File: src/fsr_pkg.sv
// constants for the fault status readback block
// What this block does
// - read-config command 101 returns the ten-bit config word on output bits 9:0
// - read-error command 100 returns the fault status word
// - bit 9 flags an output fault that was latched and has since gone
// - bit 8 sets after output current over limit for more than 260 ms
// - bit 7 sets after output voltage near a rail, no short, over 260 ms
// - bit 6 sets on the overtemperature indication
// - bit 5 sets when a supply enters the brownout limits
// - reporting state steps only on completed serial reads
// - a new fault asserts the interrupt and latches its flag
// - first status read releases the interrupt and shows the active flags
// - second status read still shows the fault, then clears the word
// - only open load or short may set the intermittent flag
// - open load or short gone before first read shows its flag plus intermittent
// - a fault seen again after an all-clear read fires the interrupt again
// - an unresolved reported fault does not fire the interrupt again
// - a different fault type fires the interrupt despite an earlier one
// - a read after clearing shows the fault again while it persists
package fsr_pkg;
    localparam int          CLK_HZ      = 25_000_000;
    localparam int          FILT_MS     = 260;
    localparam int          FILT_CYC    = (CLK_HZ / 1000) * FILT_MS;
    localparam int          FILT_CNT_W  = 23;
    localparam int          FRAME_BITS  = 16;
    localparam int          CMD_LO      = 11;
    localparam int          CMD_AT      = FRAME_BITS - CMD_LO;
    localparam int          DATA_W      = 10;
    localparam int          NUM_FLT     = 4;
    localparam int          FLAG_LO     = 5;
    localparam int          BIT_INTERM  = 9;
    localparam int          IDX_BROWN   = 0;
    localparam int          IDX_OTEMP   = 1;
    localparam int          IDX_OPEN    = 2;
    localparam int          IDX_SHORT   = 3;
    localparam logic [3:0]  OUT_FLT_MASK = 4'hC;
    localparam logic [2:0]  CMD_RD_ERR  = 3'h4;
    localparam logic [2:0]  CMD_RD_CFG  = 3'h5;
    localparam logic [4:0]  RSVD_BITS   = 5'h00;

    typedef enum logic [1:0] {
        FSR_IDLE = 2'b01,
        FSR_ONE  = 2'b10
    } fsr_rd_state_t;
endpackage : fsr_pkg

File: src/fsr_qual.sv
// persistence filter for an analog fault comparator
`timescale 1ns/1ps
module fsr_qual #(
    parameter int CNT_W = 23,
    parameter int LIMIT = 6_500_000
) (
    input  wire logic clock_i,
    input  wire logic rst_n_i,
    input  wire logic ce_i,
    input  wire logic raw_i,
    output logic      hit_o
);
    if (LIMIT < 1 || LIMIT >= (2 ** CNT_W))
    begin : g_bad_limit
        $error("fsr_qual: LIMIT does not fit CNT_W");
    end

    logic [CNT_W-1:0] cnt_r;
    logic [CNT_W-1:0] cnt_nxt;
    logic             hit_r;
    logic             hit_nxt;

    // hit only once the condition outlasts the limit
    always_comb
    begin
        cnt_nxt = cnt_r;
        hit_nxt = hit_r;
        if (!raw_i)
        begin
            cnt_nxt = '0;
            hit_nxt = 1'b0;
        end
        else if (cnt_r == CNT_W'(LIMIT))
            hit_nxt = 1'b1;
        else
            cnt_nxt = cnt_r + CNT_W'(1);
    end

    always_ff @(posedge clock_i)
    begin
        if (!rst_n_i)
        begin
            cnt_r <= '0;
            hit_r <= 1'b0;
        end
        else if (ce_i)
        begin
            cnt_r <= cnt_nxt;
            hit_r <= hit_nxt;
        end
    end

    assign hit_o = hit_r;
endmodule : fsr_qual

File: src/fsr_spi.sv
// serial slave: command capture and readback shifter
`timescale 1ns/1ps
module fsr_spi #(
    parameter int FRAME_BITS = 16,
    parameter int DATA_W     = 10,
    parameter int CMD_AT     = 5
) (
    input  wire logic              clock_i,
    input  wire logic              rst_n_i,
    input  wire logic              ce_i,
    input  wire logic              cs_n_i,
    input  wire logic              sclk_i,
    input  wire logic              din_i,
    input  wire logic [DATA_W-1:0] ld_data_i,
    output logic                   cmd_stb_o,
    output logic [2:0]             cmd_o,
    output logic                   frame_done_o,
    output logic                   dout_o
);
    localparam int CW = $clog2(FRAME_BITS + 1);

    if (CMD_AT < 3 || CMD_AT + DATA_W > FRAME_BITS)
    begin : g_bad_frame
        $error("fsr_spi: frame too short for command and data");
    end

    logic          sclk_q_r, sclk_q_nxt;
    logic [CW-1:0] cnt_r, cnt_nxt;
    logic [1:0]    rx_r, rx_nxt;
    logic [DATA_W:0] sh_r, sh_nxt;
    logic          dout_r, dout_nxt;
    logic          stb_r, stb_nxt;
    logic [2:0]    cmd_r, cmd_nxt;
    logic          done_r, done_nxt;
    logic          rise;
    logic          fall;

    assign rise = !cs_n_i && sclk_i && !sclk_q_r;
    assign fall = !cs_n_i && !sclk_i && sclk_q_r;

    // mode 0: sample on rising edge, shift out on falling edge
    always_comb
    begin
        sclk_q_nxt = sclk_i;
        cnt_nxt    = cnt_r;
        rx_nxt     = rx_r;
        sh_nxt     = sh_r;
        dout_nxt   = dout_r;
        stb_nxt    = 1'b0;
        cmd_nxt    = cmd_r;
        done_nxt   = 1'b0;
        if (cs_n_i)
        begin
            done_nxt = (cnt_r == CW'(FRAME_BITS));
            cnt_nxt  = '0;
            sh_nxt   = '0;
            dout_nxt = 1'b0;
        end
        else
        begin
            if (rise)
            begin
                rx_nxt = {rx_r[0], din_i};
                if (cnt_r != CW'(FRAME_BITS))
                    cnt_nxt = cnt_r + CW'(1);
                if (cnt_r == CW'(CMD_AT - 1))
                begin
                    stb_nxt = 1'b1;
                    cmd_nxt = {rx_r, din_i};
                end
            end
            if (stb_r)
                sh_nxt = {1'b0, ld_data_i};
            else if (fall)
            begin
                dout_nxt = sh_r[DATA_W];
                sh_nxt   = {sh_r[DATA_W-1:0], 1'b0};
            end
        end
    end

    always_ff @(posedge clock_i)
    begin
        if (!rst_n_i)
        begin
            sclk_q_r <= 1'b0;
            cnt_r    <= '0;
            rx_r     <= '0;
            sh_r     <= '0;
            dout_r   <= 1'b0;
            stb_r    <= 1'b0;
            cmd_r    <= '0;
            done_r   <= 1'b0;
        end
        else if (ce_i)
        begin
            sclk_q_r <= sclk_q_nxt;
            cnt_r    <= cnt_nxt;
            rx_r     <= rx_nxt;
            sh_r     <= sh_nxt;
            dout_r   <= dout_nxt;
            stb_r    <= stb_nxt;
            cmd_r    <= cmd_nxt;
            done_r   <= done_nxt;
        end
    end

    assign cmd_stb_o    = stb_r;
    assign cmd_o        = cmd_r;
    assign frame_done_o = done_r;
    assign dout_o       = dout_r;
endmodule : fsr_spi

File: src/fsr_fault_status.sv
// fault latching, readback and interrupt top level
`timescale 1ns/1ps
module fsr_fault_status #(
    parameter int FILT_CNT_W  = fsr_pkg::FILT_CNT_W,
    parameter int FILT_CYCLES = fsr_pkg::FILT_CYC
) (
    input  wire logic                        clock_i,
    input  wire logic                        rst_n_i,
    input  wire logic                        ce_i,
    input  wire logic                        spi_cs_n_i,
    input  wire logic                        spi_sclk_i,
    input  wire logic                        spi_din_i,
    output logic                             spi_dout_o,
    input  wire logic [fsr_pkg::DATA_W-1:0]  cfg_word_i,
    input  wire logic                        output_current_over_i,
    input  wire logic                        output_voltage_at_rail_i,
    input  wire logic                        overtemp_i,
    input  wire logic                        brownout_i,
    output logic                             fault_n_o,
    output logic                             fault_oe_o
);
    localparam int NF = fsr_pkg::NUM_FLT;
    localparam int DW = fsr_pkg::DATA_W;

    logic [NF-1:0]   raw;
    logic [NF-1:0]   cond;
    logic [NF-1:0]   fire;
    logic [NF-1:0]   lat_r, lat_nxt;
    logic [NF-1:0]   rep_r, rep_nxt;
    logic            inter_r, inter_nxt;
    logic            irq_r, irq_nxt;
    logic            pin_r;
    logic [DW-1:0]   snap_r, snap_nxt;
    logic            rd_err_r, rd_err_nxt;
    fsr_pkg::fsr_rd_state_t st_r, st_nxt;
    logic [DW-1:0]   err_word;
    logic [DW-1:0]   ld_data;
    logic            cmd_stb;
    logic [2:0]      cmd;
    logic            frame_done;
    logic            rd_done;
    logic [NF-1:0]   seen;
    logic            seen_any;

    // open load only counts while no short is present
    assign raw[fsr_pkg::IDX_SHORT] = output_current_over_i;
    assign raw[fsr_pkg::IDX_OPEN]  = output_voltage_at_rail_i
                                     && !output_current_over_i;
    assign raw[fsr_pkg::IDX_OTEMP] = overtemp_i;
    assign raw[fsr_pkg::IDX_BROWN] = brownout_i;

    // output faults need the persistence filter, others pass
    for (genvar g = 0; g < NF; g++)
    begin : g_flt
        if (fsr_pkg::OUT_FLT_MASK[g])
        begin : g_filt
            fsr_qual #(
                .CNT_W (FILT_CNT_W),
                .LIMIT (FILT_CYCLES)
            ) u_qual (
                .clock_i (clock_i),
                .rst_n_i (rst_n_i),
                .ce_i    (ce_i),
                .raw_i   (raw[g]),
                .hit_o   (cond[g])
            );
        end
        else
        begin : g_pass
            assign cond[g] = raw[g];
        end
    end

    fsr_spi #(
        .FRAME_BITS (fsr_pkg::FRAME_BITS),
        .DATA_W     (DW),
        .CMD_AT     (fsr_pkg::CMD_AT)
    ) u_spi (
        .clock_i      (clock_i),
        .rst_n_i      (rst_n_i),
        .ce_i         (ce_i),
        .cs_n_i       (spi_cs_n_i),
        .sclk_i       (spi_sclk_i),
        .din_i        (spi_din_i),
        .ld_data_i    (ld_data),
        .cmd_stb_o    (cmd_stb),
        .cmd_o        (cmd),
        .frame_done_o (frame_done),
        .dout_o       (spi_dout_o)
    );

    // status word: intermittent, four flags, reserved zeros
    assign err_word = {inter_r, lat_r, fsr_pkg::RSVD_BITS};

    // readback mux
    always_comb
    begin
        unique case (cmd)
            fsr_pkg::CMD_RD_CFG: ld_data = cfg_word_i;
            fsr_pkg::CMD_RD_ERR: ld_data = err_word;
            default:             ld_data = '0;
        endcase
    end

    assign fire     = cond & ~rep_r;
    assign rd_done  = frame_done && rd_err_r;
    assign seen     = snap_r[fsr_pkg::FLAG_LO +: NF];
    assign seen_any = |snap_r[fsr_pkg::BIT_INTERM:fsr_pkg::FLAG_LO];

    // latching, read sequence and interrupt
    always_comb
    begin
        lat_nxt    = lat_r;
        rep_nxt    = rep_r;
        inter_nxt  = inter_r;
        irq_nxt    = irq_r;
        st_nxt     = st_r;
        snap_nxt   = snap_r;
        rd_err_nxt = rd_err_r;
        if (cmd_stb)
        begin
            rd_err_nxt = (cmd == fsr_pkg::CMD_RD_ERR);
            if (cmd == fsr_pkg::CMD_RD_ERR)
                snap_nxt = err_word;
        end
        if (frame_done)
            rd_err_nxt = 1'b0;
        if (rd_done)
        begin
            rep_nxt = rep_r & seen;
            if (!seen_any)
                st_nxt = fsr_pkg::FSR_IDLE;
            else
            begin
                unique case (st_r)
                    fsr_pkg::FSR_IDLE:
                    begin
                        irq_nxt = 1'b0;
                        st_nxt  = fsr_pkg::FSR_ONE;
                    end
                    fsr_pkg::FSR_ONE:
                    begin
                        lat_nxt   = '0;
                        inter_nxt = 1'b0;
                        st_nxt    = fsr_pkg::FSR_IDLE;
                    end
                    default:
                        st_nxt = fsr_pkg::FSR_IDLE;
                endcase
            end
        end
        // new events win over any clear in the same cycle
        lat_nxt   = lat_nxt | cond;
        inter_nxt = inter_nxt | (|(lat_nxt & ~cond
                                   & fsr_pkg::OUT_FLT_MASK));
        rep_nxt   = rep_nxt | fire;
        irq_nxt   = irq_nxt | (|fire);
    end

    always_ff @(posedge clock_i)
    begin
        if (!rst_n_i)
        begin
            lat_r    <= '0;
            rep_r    <= '0;
            inter_r  <= 1'b0;
            irq_r    <= 1'b0;
            pin_r    <= 1'b0;
            st_r     <= fsr_pkg::FSR_IDLE;
            snap_r   <= '0;
            rd_err_r <= 1'b0;
        end
        else if (ce_i)
        begin
            lat_r    <= lat_nxt;
            rep_r    <= rep_nxt;
            inter_r  <= inter_nxt;
            irq_r    <= irq_nxt;
            pin_r    <= 1'b0;
            st_r     <= st_nxt;
            snap_r   <= snap_nxt;
            rd_err_r <= rd_err_nxt;
        end
    end

    // open drain: pull low while asserted, else release
    assign fault_n_o  = pin_r;
    assign fault_oe_o = irq_r;

    // checks
    a_irq_on_fire: assert property (@(posedge clock_i)
        disable iff (!rst_n_i) (ce_i && |fire) |=> irq_r)
        else $error("interrupt not raised on new fault");

    a_flag_latched: assert property (@(posedge clock_i)
        disable iff (!rst_n_i)
        ce_i |=> ((lat_r & $past(cond)) == $past(cond)))
        else $error("present fault not latched");

    a_first_read: assert property (@(posedge clock_i)
        disable iff (!rst_n_i)
        (ce_i && rd_done && seen_any && st_r == fsr_pkg::FSR_IDLE
         && fire == '0) |=> (!irq_r && st_r == fsr_pkg::FSR_ONE))
        else $error("first read did not release interrupt");

    a_second_clear: assert property (@(posedge clock_i)
        disable iff (!rst_n_i)
        (ce_i && rd_done && seen_any && st_r == fsr_pkg::FSR_ONE
         && cond == '0) |=> (lat_r == '0 && !inter_r))
        else $error("second read did not clear status");

    a_no_refire: assert property (@(posedge clock_i)
        disable iff (!rst_n_i)
        (ce_i && !irq_r && (cond & ~rep_r) == '0) |=> !irq_r)
        else $error("interrupt re-raised for reported fault");

    a_interm_src: assert property (@(posedge clock_i)
        disable iff (!rst_n_i)
        (ce_i && !inter_r) ##1 inter_r
        |-> $past(|(lat_r & fsr_pkg::OUT_FLT_MASK)))
        else $error("intermittent set without output fault");

    a_cfg_read: assert property (@(posedge clock_i)
        disable iff (!rst_n_i)
        (ce_i && cmd_stb && cmd == fsr_pkg::CMD_RD_CFG)
        |=> (snap_r == $past(snap_r) || !ce_i))
        else $error("config read disturbed status snapshot");

    a_rsvd_zero: assert property (@(posedge clock_i)
        disable iff (!rst_n_i)
        (ce_i && cmd_stb && cmd == fsr_pkg::CMD_RD_ERR)
        |=> snap_r[fsr_pkg::FLAG_LO-1:0] == '0)
        else $error("reserved status bits not zero");

    a_read_steps: assert property (@(posedge clock_i)
        disable iff (!rst_n_i)
        (ce_i && !rd_done) |=> $stable(st_r))
        else $error("read state moved without a read");

    a_short_drops: assert property (@(posedge clock_i)
        disable iff (!rst_n_i)
        (ce_i && !raw[fsr_pkg::IDX_SHORT]) |=> !cond[fsr_pkg::IDX_SHORT])
        else $error("short flag qualified without current");

    a_open_gated: assert property (@(posedge clock_i)
        disable iff (!rst_n_i)
        (ce_i && output_current_over_i) |=> !cond[fsr_pkg::IDX_OPEN])
        else $error("open load qualified during a short");

    a_otemp_latch: assert property (@(posedge clock_i)
        disable iff (!rst_n_i)
        (ce_i && overtemp_i) |=> lat_r[fsr_pkg::IDX_OTEMP])
        else $error("overtemperature not latched");

    a_brown_latch: assert property (@(posedge clock_i)
        disable iff (!rst_n_i)
        (ce_i && brownout_i) |=> lat_r[fsr_pkg::IDX_BROWN])
        else $error("brownout not latched");

    a_cfg_load: assert property (@(posedge clock_i)
        disable iff (!rst_n_i)
        (cmd_stb && cmd == fsr_pkg::CMD_RD_CFG) |-> ld_data == cfg_word_i)
        else $error("config word not loaded for readback");

    a_rsvd_load: assert property (@(posedge clock_i)
        disable iff (!rst_n_i)
        (cmd_stb && cmd == fsr_pkg::CMD_RD_ERR)
        |-> ld_data[fsr_pkg::FLAG_LO-1:0] == '0)
        else $error("reserved bits loaded non-zero");

    a_flag_stays: assert property (@(posedge clock_i)
        disable iff (!rst_n_i)
        (ce_i && !rd_done) |=> ((lat_r & $past(lat_r)) == $past(lat_r)))
        else $error("fault flag dropped without a read");

    a_interm_stays: assert property (@(posedge clock_i)
        disable iff (!rst_n_i)
        (ce_i && inter_r && !rd_done) |=> inter_r)
        else $error("intermittent flag dropped without a read");

    a_irq_holds: assert property (@(posedge clock_i)
        disable iff (!rst_n_i)
        (ce_i && irq_r && !rd_done) |=> irq_r)
        else $error("interrupt released without a read");

    a_rep_release: assert property (@(posedge clock_i)
        disable iff (!rst_n_i)
        (ce_i && rd_done && !seen_any && cond == '0) |=> rep_r == '0)
        else $error("reported marks kept after all-clear read");

    a_pin_level: assert property (@(posedge clock_i)
        disable iff (!rst_n_i)
        !fault_n_o)
        else $error("fault pin data not low");

    c_fire:     cover property (@(posedge clock_i) disable iff (!rst_n_i)
        $rose(irq_r));
    c_cleared:  cover property (@(posedge clock_i) disable iff (!rst_n_i)
        st_r == fsr_pkg::FSR_ONE ##1 st_r == fsr_pkg::FSR_IDLE);
    c_interm:   cover property (@(posedge clock_i) disable iff (!rst_n_i)
        $rose(inter_r));
    c_two_type: cover property (@(posedge clock_i) disable iff (!rst_n_i)
        (rep_r != '0) && (fire != '0));
endmodule : fsr_fault_status

File: config.mk
export PLATFORM = sky130hd
export DESIGN_NAME = fsr_fault_status
export DESIGN_NICKNAME = d
export VERILOG_FILES = /design/src/fsr_pkg.sv /design/src/fsr_qual.sv /design/src/fsr_spi.sv /design/src/fsr_fault_status.sv
export SDC_FILE = /design/constraint.sdc
export NUM_CORES = 1
export LEC_CHECK = 0
export ABC_AREA = 1
export BUFFER_PORTS_ARGS = -buffer_cell sky130_fd_sc_hd__buf_2
export CORE_UTILIZATION = 49
export CTS_CLUSTER_DIAMETER = 100
export DETAILED_ROUTE_END_ITERATION = 7
export PLACE_DENSITY_LB_ADDON = 0.05
export SETUP_SLACK_MARGIN = 0.5
export SLEW_MARGIN = 20
export SYNTH_ARGS = -nofsm -noshare
export SYNTH_HDL_FRONTEND = slang
export SYNTH_SLANG_ARGS = --single-unit
File: constraint.sdc
create_clock -name clock_i -period 2.65 [get_ports clock_i]
set_input_delay 0.265 -clock clock_i [delete_from_list [all_inputs] [get_ports clock_i]]
set_output_delay 0.265 -clock clock_i [all_outputs]
set_load 0.05 [all_outputs]
**After elaboration in Yosys (flattened, before gate mapping)**

Cells that the tools add are included.

- Bits in latches: 0
- Bits in registers: 91
- Word-level logic and storage cells: 112
- Memories: 0
- Bits of input ports: 20
- RAM bits: 0
- Output and inout bits: 3
- ROM bits: 0

- Muxes and demuxes: 36
- Order comparisons: 0
- Add/subtract/negate cells: 3
- Shift-type cells: 0
- Reduce and logical (&&, ||, !) cells: 30
- Div/mod/pow operators: 0
- Bitwise gates (word level): 10
- Equality and inequality tests: 14
- Multiply operators: 0

Operators by type and width:

| operator | count |
|---|---|
| $mux W23 | 4 |
| $add A23 B1 Y23 const B | 2 |
| $eq A23 B23 Y1 const B | 2 |
| $mux W11 | 3 |
| $pmux W10 S2 | 1 |
| $mux W1 | 19 |
| $mux W4 | 4 |
| $mux W5 | 3 |
| $reduce_and A2 Y1 | 7 |
| $and A4 B4 Y4 | 3 |
| $reduce_and A3 Y1 | 4 |
| $ne A2 B2 Y1 const B | 4 |
| $not A4 Y4 | 2 |
| $or A4 B4 Y4 | 2 |
| $reduce_bool A2 Y1 | 4 |
| $eq A3 B3 Y1 const B | 2 |
| $logic_and A1 B1 Y1 | 6 |
| $add A5 B1 Y5 const B | 1 |
| $eq A5 B3 Y1 const B | 1 |
| $eq A5 B5 Y1 const B | 1 |
| $ne A5 B5 Y1 const B | 1 |
| $reduce_or A5 Y1 | 1 |
| $logic_not A1 Y1 | 4 |
| $mux W2 | 2 |
| other kinds (9) | 10 |

**Depth between registers and ports, before layout**

- Word-level depth: 8
- Mapped depth: 12
- Depth with buffers taken out: 11

**By module**

A second synthesis with hierarchy kept.

- Cells, all modules: 974
- Area total of the unflattened synthesis: 5973.2 um2

By module, submodules not included:

| module | cells each | times used | area each (um2) | seq. area each (um2) |
|---|---|---|---|---|
| fsr_qual | 312 | 2 | 1841.8 | 480.5 |
| fsr_spi | 193 | 1 | 1321.3 | 500.5 |
| fsr_fault_status | 157 | 1 | 968.4 | 360.3 |

**Worst setup path after synthesis**

OpenSTA, ideal clock, no wires.

- Path kind: register to register
- Start point: reg g_flt[2].g_filt.u_qual.cnt_r[0]
- End point: reg g_flt[2].g_filt.u_qual.cnt_r[22]
- Buffers on the path: 0
- Library setup time: 119 ps
- Stages on the path, launching flop included: 11
- Path slack: 1185 ps
- Required time: 2531 ps
- Clock period less this slack: 1465 ps
- Data arrival time: 1346 ps
- Cells stage by stage: dfxtp_1 > ha_1 > nand2_1 > nor2_2 > nand3_2 > nor2_2 > nand2_1 > nor2_2 > nand3_1 > nand2_1 > nor2_1

- Longest elaborated chain between the ends: 3
- Elaborated cells between the ends (all ways): 6
- Classes of those cells: add/sub (1); eq/ne (2); mux (2); reduce/logical (1)

Ends and longest elaborated chain:

| item | line | text |
|---|---|---|
| start: declaration | fsr_qual.sv:18 | `logic [CNT_W-1:0] cnt_r;` |
| start signal: assignment | fsr_qual.sv:48 | `cnt_r <= cnt_nxt;` |
| $add A23 B1 Y23 or $eq A23 B23 Y1 (tied branches) | fsr_qual.sv:36, fsr_qual.sv:33 |  |
| $mux W23 or $ne A2 B2 Y1 (tied branches) | - |  |
| $mux W23 or $reduce_and A2 Y1 (tied branches) | - |  |

Several ways; a longest one is shown, not always the timed one. The select of a mux whose other input is x is not followed.
A chain may end at the register's enable or synchronous reset.

**Worst setup path after layout**

- Start point: reg g_flt[2].g_filt.u_qual.cnt_r[0]
- End point: reg g_flt[2].g_filt.u_qual.cnt_r[21]

The elaborated chain is that of the path after synthesis.

==> results by group <==
Clock tree
  – CTS root buf: clkbuf_8
  – Hold buffers post-CTS: 0
  – Post-CTS setup buffer count: 0
  – Worst-Skew Late Latency: between 0.3 and 0.4 ns
  – H-tree depth: 3
  – Clock sinks: 91
  – CTS Buf Count: 9
  – Max Root-Sink Buffers: 2
  – CTS tree: done
  – Reg clk slew, reported paths: ~0.11 ns
  – Post_cts resized: 0

Drt
  – Antenna Violating Nets Remaining: 0
  – Final wirelength: between 10000 and 15000 um
  – DR iter-0 viols: between 200 and 250
  – Via count: between 4000 and 5000
  – Vias per cell: 5.20
  – Pre-Repair DR Iteration Count: 5
  – WL/cell: between 10 and 15 um
  – DR DRC count: 0

Die
  – Die extent in y: ~100 um
  – FP Rows: 37
  – Die width: approximately 100 um
  – Total die area: between 10000 and 15000 um2
  – IO Pins: 23
  – Starting Density: 0.502
  – Core area: 10200 um2

Power and ir drop
  – Pwr Density: between 400 and 500 nW/um2
  – Power, Total: about 2500 uW
  – VDD IR max: ~0.29 mV
  – Pleak: 0.00198 uW

Yosys
  – Mapped Area: between 5000 and 6000 um2
  – Seq/Total Area, Yosys: 0.354
  – Number of enable flip-flop cells after synthesis: 0
  – Asr flop ratio synth: 0
  – Yosys cell types: just over 40
  – Yosys warnings: 0
  – Post-Synthesis Cells: ~790
  – Syn nets: between 800 and 900
  – Syn avg cell area: between 6 and 7 um2
  – Primary FF master, synth: dfxtp_1
  – Yosys reg bits: 91

Place
  – Cell count after placement: 924
  – GP Congestion: roughly 0.85
  – HPWL after DPL: roughly 8800 um
  – # port buffers: 21

Global routing
  – Overall Global Routing Usage: 0.231
  – Global route overflow: 0
  – Largest net degree at the start of global routing: 27
  – Vias in the first global route: between 4000 and 5000
  – Initial antenna violation count: 0
  – First-pass GRT wire length: ~21000 um

Setup path
  – Crit path launch type: register
  – Max FO, Critical Path: 25
  – Crit path kind: reg2reg
  – Critical Path RT: slightly below 3 ns
  – WP data arrival: 2.03 ns
  – Crit end category: register

Timing
  – Rel. slew slack: 0.552
  – Number of setup violations in the final report: 0
  – Setup TNS: 0 ns
  – Clk_skew: ~0.012 ns
  – Final cycle utilization of the critical path: 0.662
  – Pins Over Slew Limit: 0
  – Maximum clock frequency: around 0.57 GHz
  – Hold Fails Final Rpt: 0
  – Worst Tran Pin Value: between 0.6 and 0.7 ns
  – RSZ-0062 raised after global routing: no
  – Fin crit period: between 1.5 and 2 ns

Flow run
  – Max-cap viol count: 0

Status
  – Status: finished clean

Finish
  – Finished Layout Cells: 940
  – Reg area: about 1800 um2
  – Area delta synth->final: 7.13%
  – Nets: 825
  – Layout cells sized above 1: 0.106
  – Ant. Diodes: 0
  – Multi-input gate area: around 2800 um2
  – Fillers: ~1100

Hold path
  – Min-Delay Path Class: in2reg
==> worst max-delay path, cell delays in order (launching register included) <==
cell	delay, ns
dfxtp_1	0.41
inv_1	0.06
ha_1	0.22
nand3_1	0.10
nor2_2	0.04
nand3_2	0.09
nand2_4	0.15
nand2_4	0.29
nand2_1	0.11
nor2_1	0.11
nor2_1	0.06
==> cell families after synthesis <==
group                      synth area share
and+or+nand+nor                       0.382
adders and majority gates            0.0146
AOI/OAI and AO/OA                     0.121
DFF                                   0.354
xor gates and xnor gates             0.0341
buffers and inverters                0.0932
other                              0.000730
==> routing by layer <==
metal	share of wire	GRT usage	wire length, um
met1	0.48	0.308	5780
met2	0.46	0.382	5510
met3	0.044	0.0338	527
met4	0.012	0.0745	148
met5	0	0	0
==> layout by cell type (no fill, tap or decap), types with 2 or more instances in the layout <==
cell type / netlist / layout
a22oi_1: 2 / 2
inv_2: 9 / 9
o21ai_1: 2 / 2
clkbuf_8: 0 / 9
nand4_1: 14 / 14
a21oi_1: 65 / 65
xor2_1: 17 / 17
inv_8: 0 / 3
buf_4: 4 / 4
o22ai_1: 5 / 5
buf_2: 5 / 21
a311oi_1: 2 / 2
nand2_2: 6 / 6
dfxtp_1: 91 / 91
a211oi_1: 2 / 2
nand2_4: 5 / 5
nand2_1: 180 / 180
nor2_1: 123 / 123
a21o_1: 2 / 2
xnor2_1: 3 / 3
o21ai_0: 21 / 21
clkinv_4: 0 / 2
clkinv_1: 5 / 5
ha_1: 6 / 6
nor3_2: 2 / 2
nand3_2: 6 / 6
nand3b_1: 4 / 4
o211ai_1: 4 / 4
nor3_1: 10 / 10
inv_1: 79 / 79
nand3_1: 76 / 76
nor2_2: 12 / 12
==> cell usage after synthesis (5+ instances only) <==
| cell type | instances | area share |
|---|---|---|
| o21ai_0 | 21 | 0.020 |
| inv_1 | 79 | 0.058 |
| clkinv_1 | 5 | 0.0037 |
| a21oi_1 | 65 | 0.063 |
| dfxtp_1 | 91 | 0.35 |
| o22ai_1 | 5 | 0.0061 |
| clkbuf_1 | 11 | 0.0080 |
| nor2_2 | 12 | 0.015 |
| inv_2 | 9 | 0.0066 |
| nor2_1 | 123 | 0.090 |
| xor2_1 | 17 | 0.029 |
| nand4_1 | 14 | 0.017 |
| nand3_2 | 6 | 0.012 |
| nand2_2 | 6 | 0.0073 |
| nand2_1 | 180 | 0.13 |
| buf_2 | 5 | 0.0049 |
| nand2_4 | 5 | 0.011 |
| nor3_1 | 10 | 0.0097 |
| ha_1 | 6 | 0.015 |
| nand3_1 | 76 | 0.074 |
==> through the flow <==
| step | hold slack [ns] | instance area (um2) | worst slack [ns] | utilization |
|---|---|---|---|---|
| floorplan | 0.425 | 5140 | 1.18 | - |
| global placement | 0.453 | 5320 | 0.788 | 0.520 |
| detailed placement | 0.460 | 5320 | 0.671 | 0.520 |
| CTS | 0.146 | 5510 | 0.893 | 0.538 |
| global route | 0.156 | 5510 | 0.656 | 0.538 |
| finish | 0.150 | 5510 | 0.895 | 0.538 |
==> registers in the layout, summed over array words and instances (netlist names) <==
name / count
st_r: 2
inter_r: 1
u_spi.rx_r: 2
g_flt.g_filt.u_qual.cnt_r: 46
u_spi.cmd_o: 3
u_spi.sclk_q_r: 1
g_flt.g_filt.u_qual.hit_o: 2
fault_oe_o: 1
u_spi.sh_r: 11
u_spi.dout_o: 1
rd_err_r: 1
u_spi.cnt_r: 5
snap_r: 5
lat_r: 4
u_spi.frame_done_o: 1
u_spi.cmd_stb_o: 1
rep_r: 4
==> path summary, 6_finish.rpt <==
| check | start | slack (ns) | depth (start not counted) | to |
|---|---|---|---|---|
| max | g_flt[2].g_filt.u_qual.cnt_r[0] | 0.89 | 10 | g_flt[2].g_filt.u_qual.cnt_r[21] |
| max reg2reg | g_flt[2].g_filt.u_qual.cnt_r[0] | 0.89 | 10 | g_flt[2].g_filt.u_qual.cnt_r[21] |
| min | spi_din_i | 0.15 | 3 | u_spi.rx_r[0] |
| min reg2reg | u_spi.sh_r[10] | 0.47 | 2 | u_spi.sh_r[10] |
==> layout make-up <==
cell class                 count  share of cell area
timing repair buffer          25              0.0245
sequential                    91               0.331
clock buffer                   9              0.0225
multi-input combinational    579               0.516
clock inverter                 7              0.0123
tap                          136              0.0309
inverter                      93              0.0634
==> where the power goes <==
part	switching (uW)	internal, uW
Combinational	133	45.7
Clock	575	367
Sequential	9.30	1380
(Power assumes the default switching activity.)
